==> src/shared/fmr_pkg.sv <==
// Constants, types and helpers of the fan and temperature readout bank.
// Assumes a 32-bit AXI4-Lite register port and one synchronous clock.
package fmr_pkg;

	// ***************************************************************
	// Bus and address map
	// ***************************************************************
	localparam int ADDR_W = 12;
	localparam int DATA_W = 32;
	// Register index; byte address is four times the index
	localparam logic [7:0] IDX_FAN1_HIGH = 8'h52;
	localparam logic [7:0] IDX_FAN1_LOW = 8'h53;
	localparam logic [7:0] IDX_FAN2_HIGH = 8'h54;
	localparam logic [7:0] IDX_FAN2_LOW = 8'h55;
	localparam logic [7:0] IDX_REMOTE_HIGH = 8'h56;
	localparam logic [7:0] IDX_REMOTE_LOW = 8'h57;
	localparam logic [7:0] IDX_LOCAL_HIGH = 8'h58;
	localparam logic [7:0] IDX_LOCAL_LOW = 8'h59;
	localparam logic [7:0] IDX_STATUS = 8'h5a;
	localparam logic [1:0] RESP_OKAY = 2'h0;
	localparam logic [1:0] RESP_SLVERR = 2'h2;

	// ***************************************************************
	// Reset values and field layout
	// ***************************************************************
	localparam logic [7:0] RESET_BYTE = 8'h00;
	localparam logic [15:0] RESET_COUNT = 16'h0000;
	localparam logic [10:0] RESET_TEMP = 11'h000;
	localparam int BIT_PROG = 7;
	localparam int BIT_DIODE = 6;
	localparam logic [7:0] ALARM_MASK = 8'h7f;
	localparam logic [7:0] ALERT_MASK = 8'h3f;
	localparam logic [4:0] FRAC_PAD = 5'h00;
	localparam logic [23:0] UPPER_ZERO = 24'h000000;

	// ***************************************************************
	// Types
	// ***************************************************************
	typedef struct packed
	{
		logic sign;
		logic [6:0] whole;
		logic [2:0] frac;
	} fmr_temp_t;

	typedef struct packed
	{
		fmr_temp_t localHigh;
		fmr_temp_t localOver;
		fmr_temp_t remoteHigh;
		fmr_temp_t remoteOver;
	} fmr_limits_t;

	typedef struct packed
	{
		logic [15:0] count;
		logic valid;
		logic stopped;
		logic overflow;
	} fmr_fan_t;

	// Same order as status bits 6..0
	typedef struct packed
	{
		logic diode;
		logic localHigh;
		logic localOver;
		logic remoteHigh;
		logic remoteOver;
		logic fan2;
		logic fan1;
	} fmr_cond_t;

	// Signed fixed-point compare, strictly above the limit
	function automatic logic fmr_above(fmr_temp_t t, fmr_temp_t lim);
		return $signed(t) > $signed(lim);
	endfunction

endpackage

==> src/hdl/fmr_alarm_eval.sv <==
// Alarm condition evaluator: compares readings with limits each cycle.
// Assumes readings are already registered by the parent bank.
`timescale 1ns/1ps
module fmr_alarm_eval
	import fmr_pkg::*;
(
	input wire logic sys_clk,
	input wire logic rst,
	input fmr_pkg::fmr_temp_t remoteTemp,
	input fmr_pkg::fmr_temp_t localTemp,
	input fmr_pkg::fmr_limits_t limits,
	input wire logic [15:0] fan1Count,
	input wire logic [15:0] fan2Count,
	input wire logic [15:0] countThreshold,
	input fmr_pkg::fmr_fan_t fan1In,
	input fmr_pkg::fmr_fan_t fan2In,
	input wire logic diodeFault,
	output fmr_pkg::fmr_cond_t cond
);
	// ***************************************************************
	// Conditions
	// ***************************************************************
	fmr_cond_t cond_nxt;
	wire fan1Bad = (fan1Count > countThreshold) | fan1In.stopped | fan1In.overflow;
	wire fan2Bad = (fan2Count > countThreshold) | fan2In.stopped | fan2In.overflow;

	assign cond_nxt.diode = diodeFault;
	assign cond_nxt.localHigh = fmr_above(localTemp, limits.localHigh);
	assign cond_nxt.localOver = fmr_above(localTemp, limits.localOver);
	assign cond_nxt.remoteHigh = fmr_above(remoteTemp, limits.remoteHigh);
	assign cond_nxt.remoteOver = fmr_above(remoteTemp, limits.remoteOver);
	assign cond_nxt.fan2 = fan2Bad;
	assign cond_nxt.fan1 = fan1Bad;

	always_ff @(posedge sys_clk)
	begin
		if (rst)
			cond <= '0;
		else
			cond <= cond_nxt;
	end

	// ***************************************************************
	// Checks
	// ***************************************************************
	chk_diode_cond: assert property (@(posedge sys_clk) disable iff (rst)
		diodeFault |=> cond.diode)
		else $error("diode fault not seen");
	chk_local_high: assert property (@(posedge sys_clk) disable iff (rst)
		cond.localHigh == $past($signed(localTemp) > $signed(limits.localHigh)))
		else $error("local high compare wrong");
	chk_local_over: assert property (@(posedge sys_clk) disable iff (rst)
		(localTemp == limits.localOver) |=> !cond.localOver)
		else $error("local over set at set point");
	chk_remote_cmp: assert property (@(posedge sys_clk) disable iff (rst)
		cond.remoteOver == $past($signed(remoteTemp) > $signed(limits.remoteOver)))
		else $error("remote over compare wrong");
	chk_fan_fail: assert property (@(posedge sys_clk) disable iff (rst)
		(fan1In.stopped || fan1In.overflow || fan1Count > countThreshold) |=> cond.fan1)
		else $error("fan1 failure missed");
endmodule

==> src/hdl/fmr_readout_bank.sv <==
// Read-only fan count, temperature and alarm status bank on AXI4-Lite.
// Assumes fan counts and temperatures arrive as strobed words on sys_clk.
//
// Decided for this implementation: the AXI4-Lite slave port.
`timescale 1ns/1ps

module fmr_readout_bank
	import fmr_pkg::*;
(
	input wire logic sys_clk,
	input wire logic rst,
	input wire logic [fmr_pkg::ADDR_W-1:0] s_axi_awaddr,
	input wire logic s_axi_awvalid,
	output logic s_axi_awready,
	input wire logic [fmr_pkg::DATA_W-1:0] s_axi_wdata,
	input wire logic [3:0] s_axi_wstrb,
	input wire logic s_axi_wvalid,
	output logic s_axi_wready,
	output logic [1:0] s_axi_bresp,
	output logic s_axi_bvalid,
	input wire logic s_axi_bready,
	input wire logic [fmr_pkg::ADDR_W-1:0] s_axi_araddr,
	input wire logic s_axi_arvalid,
	output logic s_axi_arready,
	output logic [fmr_pkg::DATA_W-1:0] s_axi_rdata,
	output logic [1:0] s_axi_rresp,
	output logic s_axi_rvalid,
	input wire logic s_axi_rready,
	input fmr_pkg::fmr_fan_t fan1In,
	input fmr_pkg::fmr_fan_t fan2In,
	input wire logic [15:0] countThreshold,
	input fmr_pkg::fmr_temp_t remoteTemp,
	input wire logic remoteValid,
	input fmr_pkg::fmr_temp_t localTemp,
	input wire logic localValid,
	input fmr_pkg::fmr_limits_t limits,
	input wire logic diodeFault,
	input wire logic nvWriteError,
	input wire logic nvWriteGood,
	input wire logic softPor,
	input wire logic bootCorrupt,
	output logic alert
);
	// ***************************************************************
	// Measurement holding registers
	// ***************************************************************
	logic [15:0] fan1Count_r;
	logic [15:0] fan2Count_r;
	fmr_temp_t remoteTemp_r;
	fmr_temp_t localTemp_r;

	always_ff @(posedge sys_clk)
	begin
		if (rst)
		begin
			fan1Count_r <= RESET_COUNT;
			fan2Count_r <= RESET_COUNT;
			remoteTemp_r <= RESET_TEMP;
			localTemp_r <= RESET_TEMP;
		end
		else
		begin
			if (fan1In.valid)
				fan1Count_r <= fan1In.count;
			if (fan2In.valid)
				fan2Count_r <= fan2In.count;
			if (remoteValid)
				remoteTemp_r <= remoteTemp;
			if (localValid)
				localTemp_r <= localTemp;
		end
	end

	// ***************************************************************
	// Alarm conditions
	// ***************************************************************
	fmr_cond_t cond;

	fmr_alarm_eval u_eval
	(
		.sys_clk(sys_clk),
		.rst(rst),
		.remoteTemp(remoteTemp_r),
		.localTemp(localTemp_r),
		.limits(limits),
		.fan1Count(fan1Count_r),
		.fan2Count(fan2Count_r),
		.countThreshold(countThreshold),
		.fan1In(fan1In),
		.fan2In(fan2In),
		.diodeFault(diodeFault),
		.cond(cond)
	);

	// ***************************************************************
	// Read address decode
	// ***************************************************************
	wire [7:0] rdIndex = s_axi_araddr[9:2];
	wire rdAligned = (s_axi_araddr[1:0] == 2'h0) && (s_axi_araddr[11:10] == 2'h0);
	wire rdTaken = s_axi_arvalid && s_axi_arready;
	wire rdStatus = rdTaken && rdAligned && (rdIndex == IDX_STATUS);
	logic [7:0] status_r;
	logic [7:0] rdByte;
	logic rdHit;

	always_comb
	begin
		rdHit = rdAligned;
		case (rdIndex)
			IDX_FAN1_HIGH: rdByte = fan1Count_r[15:8];
			IDX_FAN1_LOW: rdByte = fan1Count_r[7:0];
			IDX_FAN2_HIGH: rdByte = fan2Count_r[15:8];
			IDX_FAN2_LOW: rdByte = fan2Count_r[7:0];
			IDX_REMOTE_HIGH: rdByte = {remoteTemp_r.sign, remoteTemp_r.whole};
			IDX_REMOTE_LOW: rdByte = {remoteTemp_r.frac, FRAC_PAD};
			IDX_LOCAL_HIGH: rdByte = {localTemp_r.sign, localTemp_r.whole};
			IDX_LOCAL_LOW: rdByte = {localTemp_r.frac, FRAC_PAD};
			IDX_STATUS: rdByte = status_r;
			default:
			begin
				rdByte = RESET_BYTE;
				rdHit = 1'b0;
			end
		endcase
	end

	// ***************************************************************
	// Status register
	// ***************************************************************
	logic [7:0] status_nxt;
	logic goodWrite_r;
	logic bootSeen_r;
	logic progCorrupt_nxt;
	wire [6:0] alarmSet = cond;
	// Clear applies to alarms only; the set term is ORed after it so a
	// fault in the read cycle is never lost
	wire [6:0] alarmKeep = rdStatus ? 7'h00 : status_r[6:0];
	wire progClear = softPor && goodWrite_r;

	always_comb
	begin
		progCorrupt_nxt = status_r[BIT_PROG];
		if (progClear)
			progCorrupt_nxt = 1'b0;
		if (nvWriteError || (!bootSeen_r && bootCorrupt))
			progCorrupt_nxt = 1'b1;
		status_nxt = {progCorrupt_nxt, alarmKeep | alarmSet};
	end

	// Corruption that survived power-off is reported by the nonvolatile
	// side on bootCorrupt and taken once after reset release
	always_ff @(posedge sys_clk)
	begin
		if (rst)
		begin
			status_r <= RESET_BYTE;
			goodWrite_r <= 1'b0;
			bootSeen_r <= 1'b0;
		end
		else
		begin
			status_r <= status_nxt;
			bootSeen_r <= 1'b1;
			if (nvWriteError || progClear)
				goodWrite_r <= 1'b0;
			else if (nvWriteGood)
				goodWrite_r <= 1'b1;
		end
	end

	// Diode fault is left out of the alert term
	always_ff @(posedge sys_clk)
	begin
		if (rst)
			alert <= 1'b0;
		else
			alert <= |(status_nxt & ALERT_MASK);
	end

	// ***************************************************************
	// AXI4-Lite read channel
	// ***************************************************************
	always_ff @(posedge sys_clk)
	begin
		if (rst)
		begin
			s_axi_arready <= 1'b0;
			s_axi_rvalid <= 1'b0;
			s_axi_rdata <= '0;
			s_axi_rresp <= RESP_OKAY;
		end
		else if (rdTaken)
		begin
			s_axi_arready <= 1'b0;
			s_axi_rvalid <= 1'b1;
			s_axi_rdata <= {UPPER_ZERO, rdHit ? rdByte : RESET_BYTE};
			s_axi_rresp <= rdHit ? RESP_OKAY : RESP_SLVERR;
		end
		else if (s_axi_rvalid && s_axi_rready)
		begin
			s_axi_rvalid <= 1'b0;
			s_axi_arready <= 1'b1;
		end
		else if (!s_axi_rvalid)
			s_axi_arready <= 1'b1;
	end

	// ***************************************************************
	// AXI4-Lite write channel
	// ***************************************************************
	// Every register is read-only, so writes are taken and refused
	logic awHeld_r;
	logic wHeld_r;
	wire awTaken = s_axi_awvalid && s_axi_awready;
	wire wTaken = s_axi_wvalid && s_axi_wready;
	wire awHave = awHeld_r || awTaken;
	wire wHave = wHeld_r || wTaken;
	wire bDone = s_axi_bvalid && s_axi_bready;

	always_ff @(posedge sys_clk)
	begin
		if (rst)
		begin
			awHeld_r <= 1'b0;
			wHeld_r <= 1'b0;
			s_axi_awready <= 1'b0;
			s_axi_wready <= 1'b0;
			s_axi_bvalid <= 1'b0;
			s_axi_bresp <= RESP_OKAY;
		end
		else if (awHave && wHave && !s_axi_bvalid)
		begin
			awHeld_r <= 1'b0;
			wHeld_r <= 1'b0;
			s_axi_awready <= 1'b0;
			s_axi_wready <= 1'b0;
			s_axi_bvalid <= 1'b1;
			s_axi_bresp <= RESP_SLVERR;
		end
		else
		begin
			awHeld_r <= awHave;
			wHeld_r <= wHave;
			s_axi_awready <= !awHave && !s_axi_bvalid;
			s_axi_wready <= !wHave && !s_axi_bvalid;
			if (bDone)
				s_axi_bvalid <= 1'b0;
		end
	end

	// ***************************************************************
	// Checks
	// ***************************************************************
	wire lowReadF1 = rdTaken && rdAligned && rdIndex == IDX_FAN1_LOW;
	wire highReadF1 = rdTaken && rdAligned && rdIndex == IDX_FAN1_HIGH;
	wire rdFan2 = rdTaken && rdAligned && (rdIndex == IDX_FAN2_HIGH);
	wire rdRemLow = rdTaken && rdAligned && (rdIndex == IDX_REMOTE_LOW);
	wire rdFan2Low = rdTaken && rdAligned && (rdIndex == IDX_FAN2_LOW);
	wire rdRemHigh = rdTaken && rdAligned && (rdIndex == IDX_REMOTE_HIGH);
	wire rdLocHigh = rdTaken && rdAligned && (rdIndex == IDX_LOCAL_HIGH);
	wire rdLocLow = rdTaken && rdAligned && (rdIndex == IDX_LOCAL_LOW);

	chk_fan1_low: assert property (@(posedge sys_clk) disable iff (rst)
		lowReadF1 |=> s_axi_rvalid && s_axi_rdata == {UPPER_ZERO, $past(fan1Count_r[7:0])})
		else $error("fan1 low byte wrong");
	chk_fan1_high: assert property (@(posedge sys_clk) disable iff (rst)
		highReadF1 |=> s_axi_rdata[7:0] == $past(fan1Count_r[15:8]))
		else $error("fan1 high byte wrong");
	chk_fan2_high: assert property (@(posedge sys_clk) disable iff (rst)
		rdFan2 |=> s_axi_rdata[7:0] == $past(fan2Count_r[15:8]))
		else $error("fan2 high byte wrong");
	chk_fan_count: assert property (@(posedge sys_clk) disable iff (rst)
		fan2In.valid |=> fan2Count_r == $past(fan2In.count))
		else $error("fan2 count not captured");
	chk_temp_frac: assert property (@(posedge sys_clk) disable iff (rst)
		rdRemLow |=> s_axi_rdata[4:0] == FRAC_PAD)
		else $error("temperature pad bits not zero");
	chk_status_clear: assert property (@(posedge sys_clk) disable iff (rst)
		rdStatus && cond == '0 |=> status_r[6:0] == 7'h00)
		else $error("status read did not clear");
	chk_alarm_sticky: assert property (@(posedge sys_clk) disable iff (rst)
		status_r[0] && !rdStatus |=> status_r[0])
		else $error("alarm dropped without read");
	chk_set_wins: assert property (@(posedge sys_clk) disable iff (rst)
		rdStatus && cond.fan1 |=> status_r[0])
		else $error("alarm lost in read cycle");
	chk_prog_error: assert property (@(posedge sys_clk) disable iff (rst)
		nvWriteError |=> status_r[BIT_PROG])
		else $error("program error not flagged");
	chk_prog_keep: assert property (@(posedge sys_clk) disable iff (rst)
		status_r[BIT_PROG] && !softPor |=> status_r[BIT_PROG])
		else $error("program flag cleared early");
	chk_diode_quiet: assert property (@(posedge sys_clk) disable iff (rst)
		(status_r & ALERT_MASK) == 8'h00 |-> !alert)
		else $error("alert without alert-class alarm");
	chk_read_answer: assert property (@(posedge sys_clk) disable iff (rst)
		rdTaken |=> s_axi_rvalid)
		else $error("read not answered");
	chk_fan2_low: assert property (@(posedge sys_clk) disable iff (rst)
		rdFan2Low |=> s_axi_rdata[7:0] == $past(fan2Count_r[7:0]))
		else $error("fan2 low byte wrong");
	chk_remote_byte: assert property (@(posedge sys_clk) disable iff (rst)
		rdRemHigh |=> s_axi_rdata[7:0] == $past(remoteTemp_r[10:3]))
		else $error("remote high byte wrong");
	chk_local_byte: assert property (@(posedge sys_clk) disable iff (rst)
		rdLocHigh |=> s_axi_rdata[7:0] == $past(localTemp_r[10:3]))
		else $error("local high byte wrong");
	chk_local_frac: assert property (@(posedge sys_clk) disable iff (rst)
		rdLocLow |=> s_axi_rdata[7:0] == {$past(localTemp_r[2:0]), FRAC_PAD})
		else $error("local low byte wrong");
	chk_read_refused: assert property (@(posedge sys_clk) disable iff (rst)
		rdTaken && !rdHit |=> s_axi_rresp == RESP_SLVERR && s_axi_rdata == '0)
		else $error("bad read address accepted");
	chk_boot_flag: assert property (@(posedge sys_clk) disable iff (rst)
		!bootSeen_r && bootCorrupt |=> status_r[BIT_PROG])
		else $error("boot corruption not flagged");
	chk_prog_clear: assert property (@(posedge sys_clk) disable iff (rst)
		$fell(status_r[BIT_PROG]) |-> $past(softPor && goodWrite_r))
		else $error("program flag cleared without good write");

	cov_status_read: cover property (@(posedge sys_clk) disable iff (rst)
		rdStatus && status_r[BIT_DIODE]);
	cov_alert_rise: cover property (@(posedge sys_clk) disable iff (rst) $rose(alert));
	cov_write_refused: cover property (@(posedge sys_clk) disable iff (rst)
		s_axi_bvalid && s_axi_bready);
	cov_prog_clear: cover property (@(posedge sys_clk) disable iff (rst)
		$fell(status_r[BIT_PROG]));
	cov_fault_again: cover property (@(posedge sys_clk) disable iff (rst)
		rdStatus && cond.fan1);
endmodule

==> config.mk <==
export PLATFORM = sky130hd
export DESIGN_NAME = fmr_readout_bank
export DESIGN_NICKNAME = d
export VERILOG_FILES = /design/src/shared/fmr_pkg.sv /design/src/hdl/fmr_alarm_eval.sv /design/src/hdl/fmr_readout_bank.sv
export SDC_FILE = /design/constraint.sdc
export NUM_CORES = 1
export LEC_CHECK = 0
export ABC_AREA = 1
export BUFFER_PORTS_ARGS = -buffer_cell sky130_fd_sc_hd__buf_2
export CORE_UTILIZATION = 30
export CTS_CLUSTER_DIAMETER = 80
export DETAILED_ROUTE_END_ITERATION = 10
export PLACE_DENSITY_LB_ADDON = 0.12
export SLEW_MARGIN = 5
export SYNTH_ARGS = -nofsm -noshare
export SYNTH_HDL_FRONTEND = slang
export SYNTH_SLANG_ARGS = --single-unit
==> constraint.sdc <==
create_clock -name sys_clk -period 1.2 [get_ports sys_clk]
set_input_delay 0.06 -clock sys_clk [delete_from_list [all_inputs] [get_ports sys_clk]]
set_output_delay 0.06 -clock sys_clk [all_outputs]
set_load 0.1 [all_outputs]
# Yosys cells after proc, flatten, opt, wreduce, memory -nomap -nowiden
# Cells that the tools add are included.
# W data, S select, Z words.
# totals
ff_bits	90
latchBits	0
ramBits	0
romBits	0
inputBits	194
out_inout_bits	42
word_cells	97
memories	0
# op_classes
n_addsub	0
multipliers	0
div_mod_pow	0
magnitude_cmp	6
eq_ne	10
shifts	0
muxes	14
bitwise_logic	5
reduce_logical	32
# op_table
operator	count
$eq A8 B7 Y1 const B	9
$pmux W8 S9	1
$gt A11 B11 Y1	4
$gt A16 B16 Y1	2
$logic_and A1 B1 Y1	14
$mux W1	10
$reduce_or A9 Y1	1
$mux W8	1
$mux W7	1
$or A7 B7 Y7	1
$reduce_bool A2 Y1	3
$reduce_or A2 Y1	3
$reduce_or A6 Y1	1
$logic_not A1 Y1	4
$logic_not A2 Y1	2
$logic_or A1 B1 Y1	4
$or A1 B1 Y1	4
$mux W2	1
$ne A2 B1 Y1 const B	1

# Longest topological paths before layout
# Gate-level depths: netlist (run 1).
# depth
depth_word	7
mapped_depth	13
ltp_nobuf	13

# Modules after synthesis
# Synthesis (run 1) repeated with hierarchy kept, for this count alone.
# hier_totals
cells_unflattened	883
hier_area_um2	6028.3
# by_module_without_submodules
mod	n_inst	cells_per_inst	area_per_inst_um2	seq_area_each_um2
fmr_readout_bank	1	551	3787.4	1641.6
fmr_alarm_eval	1	332	2240.9	140.1

# Least setup slack after synthesis (run 1)
# OpenSTA, ideal clock, no wires.
# synth_path
path_type	reg-to-reg
start	reg s_axi_arready
end	reg alert
setup_time_ns	0.109
t_arrival_ns	1.840
required_time_ns	1.091
slack_ns	-0.749
path_stages_with_launch	10
n_path_buf	0
synth_period_minus_slack_ns	1.949
path_cell_list	dfxtp_1 > nand2_1 > nor2_1 > nand2_2 > nand2_1 > nand2_1 > nor2_1 > nand3_1 > nand2_1 > inv_1
# synth_via
elab_chain_cells	6
# synth_lines
item	line_no	source
from (decl)	fmr_readout_bank.sv:24	output logic s_axi_arready,
from (signal assigned)	fmr_readout_bank.sv:187	s_axi_arready <= 1'b0;
from (signal assigned)	fmr_readout_bank.sv:194	s_axi_arready <= 1'b0;
from (signal assigned)	fmr_readout_bank.sv:202	s_axi_arready <= 1'b1;
$logic_and A1 B1 Y1	fmr_readout_bank.sv:100	wire rdTaken = s_axi_arvalid && s_axi_arready;
$logic_and A1 B1 Y1	--	
$logic_and A1 B1 Y1	fmr_readout_bank.sv:101	wire rdStatus = rdTaken && rdAligned && (rdIndex == IDX_STATUS);
$mux W7	fmr_readout_bank.sv:137	wire [6:0] alarmKeep = rdStatus ? 7'h00 : status_r[6:0];
$or A7 B7 Y7	fmr_readout_bank.sv:147	status_nxt = {progCorrupt_nxt, alarmKeep | alarmSet};
$reduce_or A6 Y1	fmr_readout_bank.sv:177	alert <= |(status_nxt & ALERT_MASK);
to (signal assigned)	fmr_readout_bank.sv:177	
to (decl)	fmr_readout_bank.sv:42	output logic alert
# No other way between the ends.
# A chain may end at the register's enable or synchronous reset.

# Final worst setup path (run 1)
# layout_path
start	reg remoteTemp_r[9] (netlist bit)
end	reg u_eval.cond[2] (netlist name)
# layout_via
elab_chain_cells	1
# layout_lines
item	line_no	source
from (decl)	fmr_readout_bank.sv:49	fmr_temp_t remoteTemp_r;
from (signal assigned)	fmr_readout_bank.sv:68	remoteTemp_r <= remoteTemp;
$gt A11 B11 Y1	fmr_pkg.sv:76	return $signed(t) > $signed(lim);
# No other way between the ends.

==> impl_metrics.tcl, run 1 <==
set metrics [dict create \
    portBuffers 161 \
    path_buf_inv 3 \
    yosysTopAreaCellShare 0.3010 \
    antenna_found_initial 2 \
    grt-ovfl-total 0 \
    ant_nets 0 \
    place_hpwl_mm 14.89 \
    root_buffer "clkbuf_16" \
    violations "negative hold slack, negative setup slack" \
    die_area_um2 20300 \
    finalClockSkew_ns 0.006545 \
    crit_path_end_kind "register" \
    vdd_drop_max_mv 0.7073 \
    cp_max_fo 3 \
    finalSetupViolations 7 \
    wl_per_cell_um 13.47 \
    cp_top_family "flip-flops" \
    powerDensity_nw_per_um2 948.4 \
    min_period_ns 1.382 \
    grt_max_degree 64 \
    layout_commonest_cell "buf_2" \
    htreeDepth 3 \
    fmax_ghz 0.7236 \
    drc 0 \
    start_util 0.3051 \
    finalSetupTns_ns -0.7864 \
    cts.sinks 89 \
    ctsLongestPathBuffers 2 \
    synth-seq-area-share 0.3010 \
    rsz0062_at_grt "true" \
    ys_seq_elements 89 \
    p_leak_nw 4.658 \
    fin_crit_sh 1.152 \
    power_w 0.008687 \
    ys_top_cells_by_area "dfxtp_1 30%, ha_1 16%, nand2_1 9.5%" \
    final.setup.worst_slack_ns -0.1819 \
    critPathSlowestCell "dfxtp_4" \
    finalHoldViolCount 1 \
    hp-class "input pin to register" \
    clkTransAtPathRegs_ns 0.07 \
    syn_inst 871 \
    avgSynthCellArea_um2 6.796 \
    first_pass_iters 5 \
    max-cap-violations 0 \
    critPathKind "register to register" \
    nets 1435 \
    vias 6267 \
    grt_usage 0.1911 \
    cp.required_ns 1.49 \
    area_growth_pct 54.75 \
    critPathLaunchType "register" \
    final_cell_mix "152 x buf_2, 134 x nand2_1, 126 x nor2_1, 110 x inv_1, 88 x buf_4" \
    grt_pass1_wl_mm 29.62 \
    cts_tree "yes" \
    hold_ws_ns -0.001576 \
    arrival_ns 1.67 \
    io_pins 236 \
    grt_pass1_vias 5921 \
    status "finished, violations left" \
    vias_per_cell 4.367 \
    synth_area_leader_cell "dfxtp_1" \
    core_um2 19400 \
    clkLatencyLatePin_ns 0.36 \
    gp_congestion 0.8425 \
    syn-cell-area_um2 5919 \
    cpPeakStageDelay_ns 0.37 \
    n_antenna_cell 0 \
    ys_warn_count 0 \
    slew_violations 0 \
    die_x_um 142.5 \
    cts_made_buffers 9 \
    die_h_um 142.5 \
    drive_gt1_frac 0.3521 \
    crit_chain "ha_4 -> nand2_4 -> inv_2 -> nand3_4 -> buf_4 -> inv_1 -> nand2_2 -> nand3_2 -> nand2_1 -> a21oi_1" \
    ys_types 29 \
    drt-total-wl_mm 19.33 \
    rows 51 \
    drtIter0Drc 272 \
]
==> cell usage after synthesis, drive strengths merged <==
cell / count
nor3b: 1
a21o: 2
ha: 76
a221oi: 1
and2: 1
nand4: 12
clkbuf: 16
o21a: 6
dfxtp: 89
conb: 1
buf: 31
a21oi: 62
nand3: 69
nor3: 5
clkinv: 1
inv: 120
nand2: 155
nor2: 147
nand3b: 1
o21ai: 74
and3b: 1
==> worst paths after layout <==
kind / from / end / slack [ns] / cells after the start
setup / recovery: remoteTemp_r[9] / u_eval.cond[2] / -0.18 / 10
hold / removal: remoteTemp[10] / remoteTemp_r[10] / -0.002 / 3
setup reg to reg: remoteTemp_r[9] / u_eval.cond[2] / -0.18 / 10
hold reg to reg: s_axi_bresp[1] / s_axi_bresp[1] / 0.44 / 2
==> state kept, by name (all words and copies together), names as in the netlist, 7 cells and up <==
register	cells
localTemp_r	11
remoteTemp_r	11
u_eval.cond	7
status_r	8
fan1Count_r	16
s_axi_rdata	8
fan2Count_r	16
==> through the flow <==
step | utilization | cells | area [µm²] | setup slack, ns | hold slack [ns]
after detailed placement | 0.3929 | 1358 | 7622 | -0.2416 | 0.2455
after CTS | 0.4518 | 1432 | 8763 | -0.2130 | 0.0003957
after floorplan | - | 896 | 6116 | -0.1218 | 0.1361
final | 0.4722 | 1435 | 9160 | -0.1819 | -0.001576
after global routing | 0.4722 | 1435 | 9160 | -0.2791 | 0.009876
after global placement | 0.3929 | 1358 | 7622 | -0.2644 | 0.2481
==> layer usage <==
| layer | up-vias | part of all wire | global-route usage |
|---|---|---|---|
| met5 | - | 0.0013 | 0 |
| met4 | 4 | 0.013 | 0.05320 |
| met3 | 23 | 0.041 | 0.03264 |
| met2 | 147 | 0.46 | 0.3148 |
| met1 | 2731 | 0.48 | 0.2552 |
| li1 | 3362 | - | - |
==> layout make-up <==
| class | instances | area, µm² |
|---|---|---|
| clock buffer | 9 | 225.2 |
| clock inverter | 7 | 46.29 |
| multi-input combinational | 639 | 4133 |
| tap | 265 | 331.6 |
| fill | 2051 | 10240 |
| sequential | 89 | 1846 |
| timing repair buffer | 305 | 2121 |
| inverter | 121 | 457.9 |
==> where the power goes <==
| group | internal (W) | total [W] | switching (W) | leakage [nW] |
|---|---|---|---|---|
| Combinational | 0.00109 | 0.00265 | 0.00156 | 3.78 |
| Clock | 0.00140 | 0.00269 | 0.00129 | 0.131 |
| Sequential | 0.00318 | 0.00335 | 0.000171 | 0.751 |
==> repair_timing <==
action | in CTS | in global routing
endpoints found under the setup margin | 13 | 19
hold buffers | 56 | 0
endpoints found under the hold margin | 53 | 0
setup buffers | 2 | 2
cloned | 0 | 1
resized for setup | 59 | 77
pin swaps | 29 | 36
==> worst min-delay path: stages <==
cell,delay [ns]
buf_2,0.08
nor2_1,0.05
nor2_1,0.12
==> cell families (layout without fill, tap and decap cells) <==
group,Yosys count,in the layout,share of synthesized area
AOI/OAI and AO/OA,145,145,0.1285
adders and majority gates,76,76,0.1606
buffers and inverters,168,442,0.1264
other,1,26,0.0006335
DFF,89,89,0.3010
and+or+nand+nor,392,392,0.2828
No activity file was read; power rests on OpenSTA's default activity.
==> run 2: changes to the inputs <==
--- a/config.mk
+++ b/config.mk
@@ -11,7 +11,8 @@
 export CTS_CLUSTER_DIAMETER = 80
 export DETAILED_ROUTE_END_ITERATION = 10
 export PLACE_DENSITY_LB_ADDON = 0.12
-export SLEW_MARGIN = 5
+export SETUP_SLACK_MARGIN = 0.05
+export SLEW_MARGIN = 0
 export SYNTH_ARGS = -nofsm -noshare
 export SYNTH_HDL_FRONTEND = slang
 export SYNTH_SLANG_ARGS = --single-unit
==> run 2 against run 1 <==
Against the previous run: the flow finishes with violations (negative setup slack); first-iteration DRC count is 0.74% higher; combinational power barely moved; setup slack worse by 0.0049 ns; sequential cell count unchanged; hold slack better by 0.019 ns; die area unchanged; critical path depth shrank 1; via count grew 1.8%; largest cell class unchanged; largest power group unchanged.
==> impl_metrics.tcl, run 2 (synthesized netlist as in run 1, its figures left out) <==
set metrics [dict create \
    status "finished, violations left" \
    violations "negative setup slack" \
    cts.sinks 89 \
    grt_max_degree 47 \
    finalClockSkew_ns 0.006251 \
    min_to "fan1Count_r[3]" \
    cp_max_fo 3 \
    finalSetupTns_ns -0.8745 \
    final.setup.worst_slack_ns -0.1868 \
    io_pins 236 \
    grt_usage 0.1934 \
    min_period_ns 1.387 \
    path_common_cell "nand2_1" \
    nets 1445 \
    hp-class "input pin to register" \
    start_util 0.3051 \
    portBuffers 161 \
    cts_made_buffers 9 \
    nFillCells 2040 \
    arrival_ns 1.68 \
    critPathLaunchType "register" \
    hp-start "fan1In[6]" \
    grt_pass1_wl_mm 30.04 \
    wl_per_cell_um 13.46 \
    first_pass_iters 5 \
    n_antenna_cell 0 \
    critPathKind "register to register" \
    crit_path_end_kind "register" \
    fmax_ghz 0.7211 \
    htreeDepth 3 \
    min_path_cells 3 \
    finalSetupViolations 9 \
    p_leak_nw 4.725 \
    power_w 0.009085 \
    r2r-end "u_eval.cond[4]" \
    area_growth_pct 57.30 \
    root_buffer "clkbuf_16" \
    cts_tree "yes" \
    die_area_um2 20300 \
    hold_ws_ns 0.01701 \
    fin_crit_sh 1.156 \
    layout_commonest_cell "buf_2" \
    reg2reg_depth 9 \
    crit_chain "ha_4 -> nand2_4 -> inv_2 -> nand3_2 -> nor3_2 -> nand2_1 -> nand3_1 -> nand2_1 -> a21oi_2" \
    rows 51 \
    die_x_um 142.5 \
    clkLatencyLatePin_ns 0.35 \
    vias 6379 \
    drt-total-wl_mm 19.45 \
    grt-ovfl-total 0 \
    powerDensity_nw_per_um2 975.7 \
    grt_pass1_vias 5980 \
    max-cap-violations 0 \
    reg.largest.list "fan1Count_r (16), fan2Count_r (16)" \
    finalHoldViolCount 0 \
    preCtsSetupSlack_ns -0.2390 \
    cpPeakStageDelay_ns 0.37 \
    die_h_um 142.5 \
    final_cell_mix "145 x buf_2, 130 x nand2_1, 124 x nor2_1, 110 x inv_1, 107 x buf_4" \
    critPathSlowestCell "dfxtp_4" \
    rsz0062_at_grt "true" \
    reg2reg_from "localTemp_r[10]" \
    ant_nets 0 \
    drc 0 \
    gp_congestion 0.8294 \
    cp.required_ns 1.49 \
    core_um2 19400 \
    clkTransAtPathRegs_ns 0.07 \
    slew_violations 0 \
    ctsLongestPathBuffers 2 \
    rrSetupSlack_ns -0.19 \
    vias_per_cell 4.415 \
    drive_gt1_frac 0.3720 \
    vdd_drop_max_mv 0.7301 \
    place_hpwl_mm 15.37 \
    antenna_found_initial 1 \
    drtIter0Drc 274 \
]
==> run 2: cell count changes in the layout (fill, tap and decap cells not counted), sizes merged <==
cell	delta
clkinvlp	-1
inv	+1
nor2	+1
dlygate4sd3	-1
buf	+14
clkbuf	-1
bufinv	+1
clkinv	-4
==> run 2: how the worst max path moves through the flow <==
stage | startpoint | end | slack (ns) | cells after the start
after global placement | s_axi_araddr[9] | s_axi_rdata[3] | -0.24 | 12
final | localTemp_r[10] | u_eval.cond[4] | -0.19 | 9
after global routing | localTemp_r[10] | u_eval.cond[4] | -0.28 | 9
after floorplan | s_axi_arready | alert | -0.11 | 9
after CTS | localTemp_r[10] | u_eval.cond[4] | -0.21 | 9
after detailed placement | s_axi_araddr[9] | s_axi_rdata[3] | -0.24 | 12
==> run 2: worst max-delay path, delay by kind of cell (launching register included) <==
kind            cells  cell delay, ns
compound gates      1            0.12
fa+ha+maj           1            0.28
buf+inv             1            0.04
flops               1            0.37
simple gates        6            0.51
==> run 2: what timing repair did <==
action                                  in CTS  in global routing
pin swaps                                   28                 42
setup buffers                                1                  5
hold buffers                                55                  0
gates resized for setup                     81                 76
endpoints found under the setup margin      30                 16
gates cloned                                 0                  1
endpoints found under the hold margin       53                  0
==> run 2: area by class of cell <==
cell class	instances	area [µm²]	area share
Clock buffer	12	257.7	0.02768
Clock inverter	4	57.56	0.006181
Inverter	121	454.2	0.04878
Multi-Input combinational cell	640	4159	0.4467
Sequential cell	89	1858	0.1995
Tap cell	265	331.6	0.03561
Timing Repair Buffer	314	2193	0.2356
==> run 2: where the power goes <==
group / switching (W) / leakage (nW) / internal (W)
Combinational: 0.00156 / 3.82 / 0.00112
Clock: 0.00129 / 0.150 / 0.00177
Sequential: 0.000178 / 0.756 / 0.00318
Total: 0.00302 / 4.72 / 0.00606
==> run 2: per-layer routing <==
metal | vias up | GRT usage | routed length, µm
met1 | 2843 | 0.2555 | 9432
met5 | - | 0 | 0
li1 | 3387 | - | -
met2 | 136 | 0.3305 | 9152
met4 | 0 | 0.03792 | 137
met3 | 13 | 0.03163 | 729
==> run 2: metrics by stage <==
stage	utilization	instances	instance area (µm²)
floorplan	-	896	6140
CTS	0.4605	1440	8932
global route	0.4800	1445	9311
detailed placement	0.3979	1368	7719
finish	0.4800	1445	9311
global placement	0.3979	1368	7719
==> run 3: changes to the inputs <==
--- a/config.mk
+++ b/config.mk
@@ -9,7 +9,9 @@
 export BUFFER_PORTS_ARGS = -buffer_cell sky130_fd_sc_hd__buf_2
 export CORE_UTILIZATION = 30
 export CTS_CLUSTER_DIAMETER = 80
+export CTS_CLUSTER_SIZE = 14
 export DETAILED_ROUTE_END_ITERATION = 10
+export MAX_ROUTING_LAYER = met4
 export PLACE_DENSITY_LB_ADDON = 0.12
 export SETUP_SLACK_MARGIN = 0.05
 export SLEW_MARGIN = 0
==> run 3 against run 2 <==
Against the previous run: largest power group unchanged; sequential cell count unchanged; non-clock buffer count increased by 1; largest cell class unchanged; the flow still finishes with violations (negative setup slack); highest routed layer unchanged; critical endpoint unchanged; clock-buffer cell count unchanged; power decreased by 0.13%.
==> impl_metrics.tcl, run 3 (synthesized netlist as in run 1, its figures left out) <==
set metrics [dict create \
    max-cap-violations 0 \
    p_int_w 0.006065 \
    critPathLaunchType "register" \
    power_switching_w 0.003008 \
    violations "negative setup slack" \
    hp-class "input pin to register" \
    status "finished, violations left" \
    ctsLongestPathBuffers 2 \
    cts.sinks 89 \
    powerDensity_nw_per_um2 973.1 \
    slew_violations 0 \
    area_growth_pct 57.51 \
    root_buffer "clkbuf_16" \
    multi_input_area_um2 4155 \
    fin_crit_sh 1.155 \
    vias_per_cell 4.395 \
    crit_path_end_kind "register" \
    drc 0 \
    crit_chain "ha_4 -> nand2_4 -> inv_2 -> nand3_2 -> nor3_2 -> nand2_1 -> nand3_1 -> nand2_1 -> a21oi_2" \
    grt-ovfl-total 0 \
    register_area_um2 1858 \
    antenna_found_initial 1 \
    drive_gt1_frac 0.3729 \
    finalClockSkew_ns 0.008692 \
    htreeDepth 3 \
    final_cell_mix "145 x buf_2, 129 x nand2_1, 124 x nor2_1, 110 x inv_1, 107 x buf_4" \
    grt_pass1_wl_mm 30.03 \
    preCtsSetupSlack_ns -0.2390 \
    reg.largest.list "fan1Count_r (16), fan2Count_r (16)" \
    path_common_cell "nand2_1" \
    clkTransAtPathRegs_ns 0.07 \
    switching_share 0.3316 \
    grt_pass1_vias 5972 \
    final_core_util 0.4807 \
    min_period_ns 1.386 \
    vias 6355 \
    p_leak_nw 4.729 \
    nets 1445 \
    die_x_um 142.5 \
    critPathKind "register to register" \
    finalSetupTns_ns -0.8719 \
    start_util 0.3051 \
    ant_nets 0 \
    fmax_ghz 0.7215 \
    finalSetupViolations 8 \
    layout_commonest_cell "buf_2" \
    clkLatencyLatePin_ns 0.35 \
    drt-total-wl_mm 19.42 \
    place_hpwl_mm 15.37 \
    clock_power_share 0.335 \
    drtIter0Drc 269 \
    combPwrFrac 0.295 \
    first_pass_iters 4 \
    die_area_um2 20300 \
    dp.cells 1368 \
    wl_per_cell_um 13.43 \
    portBuffers 161 \
    die_h_um 142.5 \
    rsz0062_at_grt "true" \
    critPathSlowestCell "dfxtp_4" \
    power_frac_seq 0.370 \
    grt_max_degree 47 \
    core_um2 19400 \
    final.setup.worst_slack_ns -0.1860 \
    cts_made_buffers 9 \
    vdd_drop_max_mv 0.7296 \
    gp_congestion 0.8421 \
    cp_max_fo 3 \
    grt_usage 0.1991 \
    nFillCells 2041 \
    rows 51 \
    finalHoldViolCount 0 \
    layout.cells.non_filler 1446 \
    cp.required_ns 1.49 \
    io_pins 236 \
    cts_tree "yes" \
    arrival_ns 1.68 \
    cpPeakStageDelay_ns 0.37 \
]
[run 3: cell type report]
| type | instances | share of cell area |
|---|---|---|
| multi-input combinational | 639 | 0.4457 |
| timing repair buffer | 315 | 0.2364 |
| sequential | 89 | 0.1993 |
| inverter | 121 | 0.04898 |
| tap | 265 | 0.03556 |
| clock buffer | 12 | 0.02764 |
| clock inverter | 4 | 0.006173 |
| antenna | 1 | 0.0002684 |
[run 3: power by group through the flow]
stage                     Sequential [W]  Combinational, W  Clock, W
after floorplan                  0.00351           0.00133         0
after global placement           0.00339           0.00226         0
after detailed placement         0.00338           0.00227         0
after CTS                        0.00335           0.00253   0.00314
after global routing             0.00338           0.00295   0.00324
final                            0.00336           0.00268   0.00304
[run 3: timing repair]
| action | 4_1_cts | 5_1_grt |
|---|---|---|
| setup endpoints to repair | 30 | 16 |
| pin swaps | 28 | 41 |
| setup buffers | 1 | 5 |
| hold endpoints to repair | 53 | 0 |
| gates cloned | 0 | 0 |
| resized for setup | 81 | 79 |
| hold buffers | 55 | 0 |
[run 3: per-layer routing]
| metal | track usage | vias to the layer above | share of wire |
|---|---|---|---|
| met5 | - | - | 0 |
| met4 | 0.03792 | 0 | 0.0070 |
| met3 | 0.03129 | 11 | 0.036 |
| met2 | 0.3289 | 127 | 0.47 |
| met1 | 0.2569 | 2832 | 0.48 |
| li1 | - | 3385 | - |
[run 3: metrics by stage]
| stage | total power (W) | hold slack (ns) | area, µm² |
|---|---|---|---|
| after floorplan | 0.004838 | 0.1361 | 6140 |
| after global routing | 0.009576 | 0.02882 | 9324 |
| after detailed placement | 0.005650 | 0.2467 | 7719 |
| after CTS | 0.009018 | 0.001855 | 8932 |
| final | 0.009073 | 0.01888 | 9324 |
| after global placement | 0.005647 | 0.2497 | 7719 |
[run 3: path summary, 6_finish.rpt]
| check | start | cells past startpoint | endpoint | slack (ns) |
|---|---|---|---|---|
| setup / recovery | localTemp_r[10] | 9 | u_eval.cond[4] | -0.19 |
| hold / removal | fan2In[18] | 3 | fan2Count_r[15] | 0.02 |
| setup reg to reg | localTemp_r[10] | 9 | u_eval.cond[4] | -0.19 |
| hold reg to reg | s_axi_bvalid | 1 | s_axi_wready | 0.44 |
[run 3: worst max-delay path: cells and delay by family, from the launching register on]
family          cells  cell delay (ns)
simple gates        6             0.51
fa+ha+maj           1             0.28
buf+inv             1             0.04
flops               1             0.37
compound gates      1             0.12
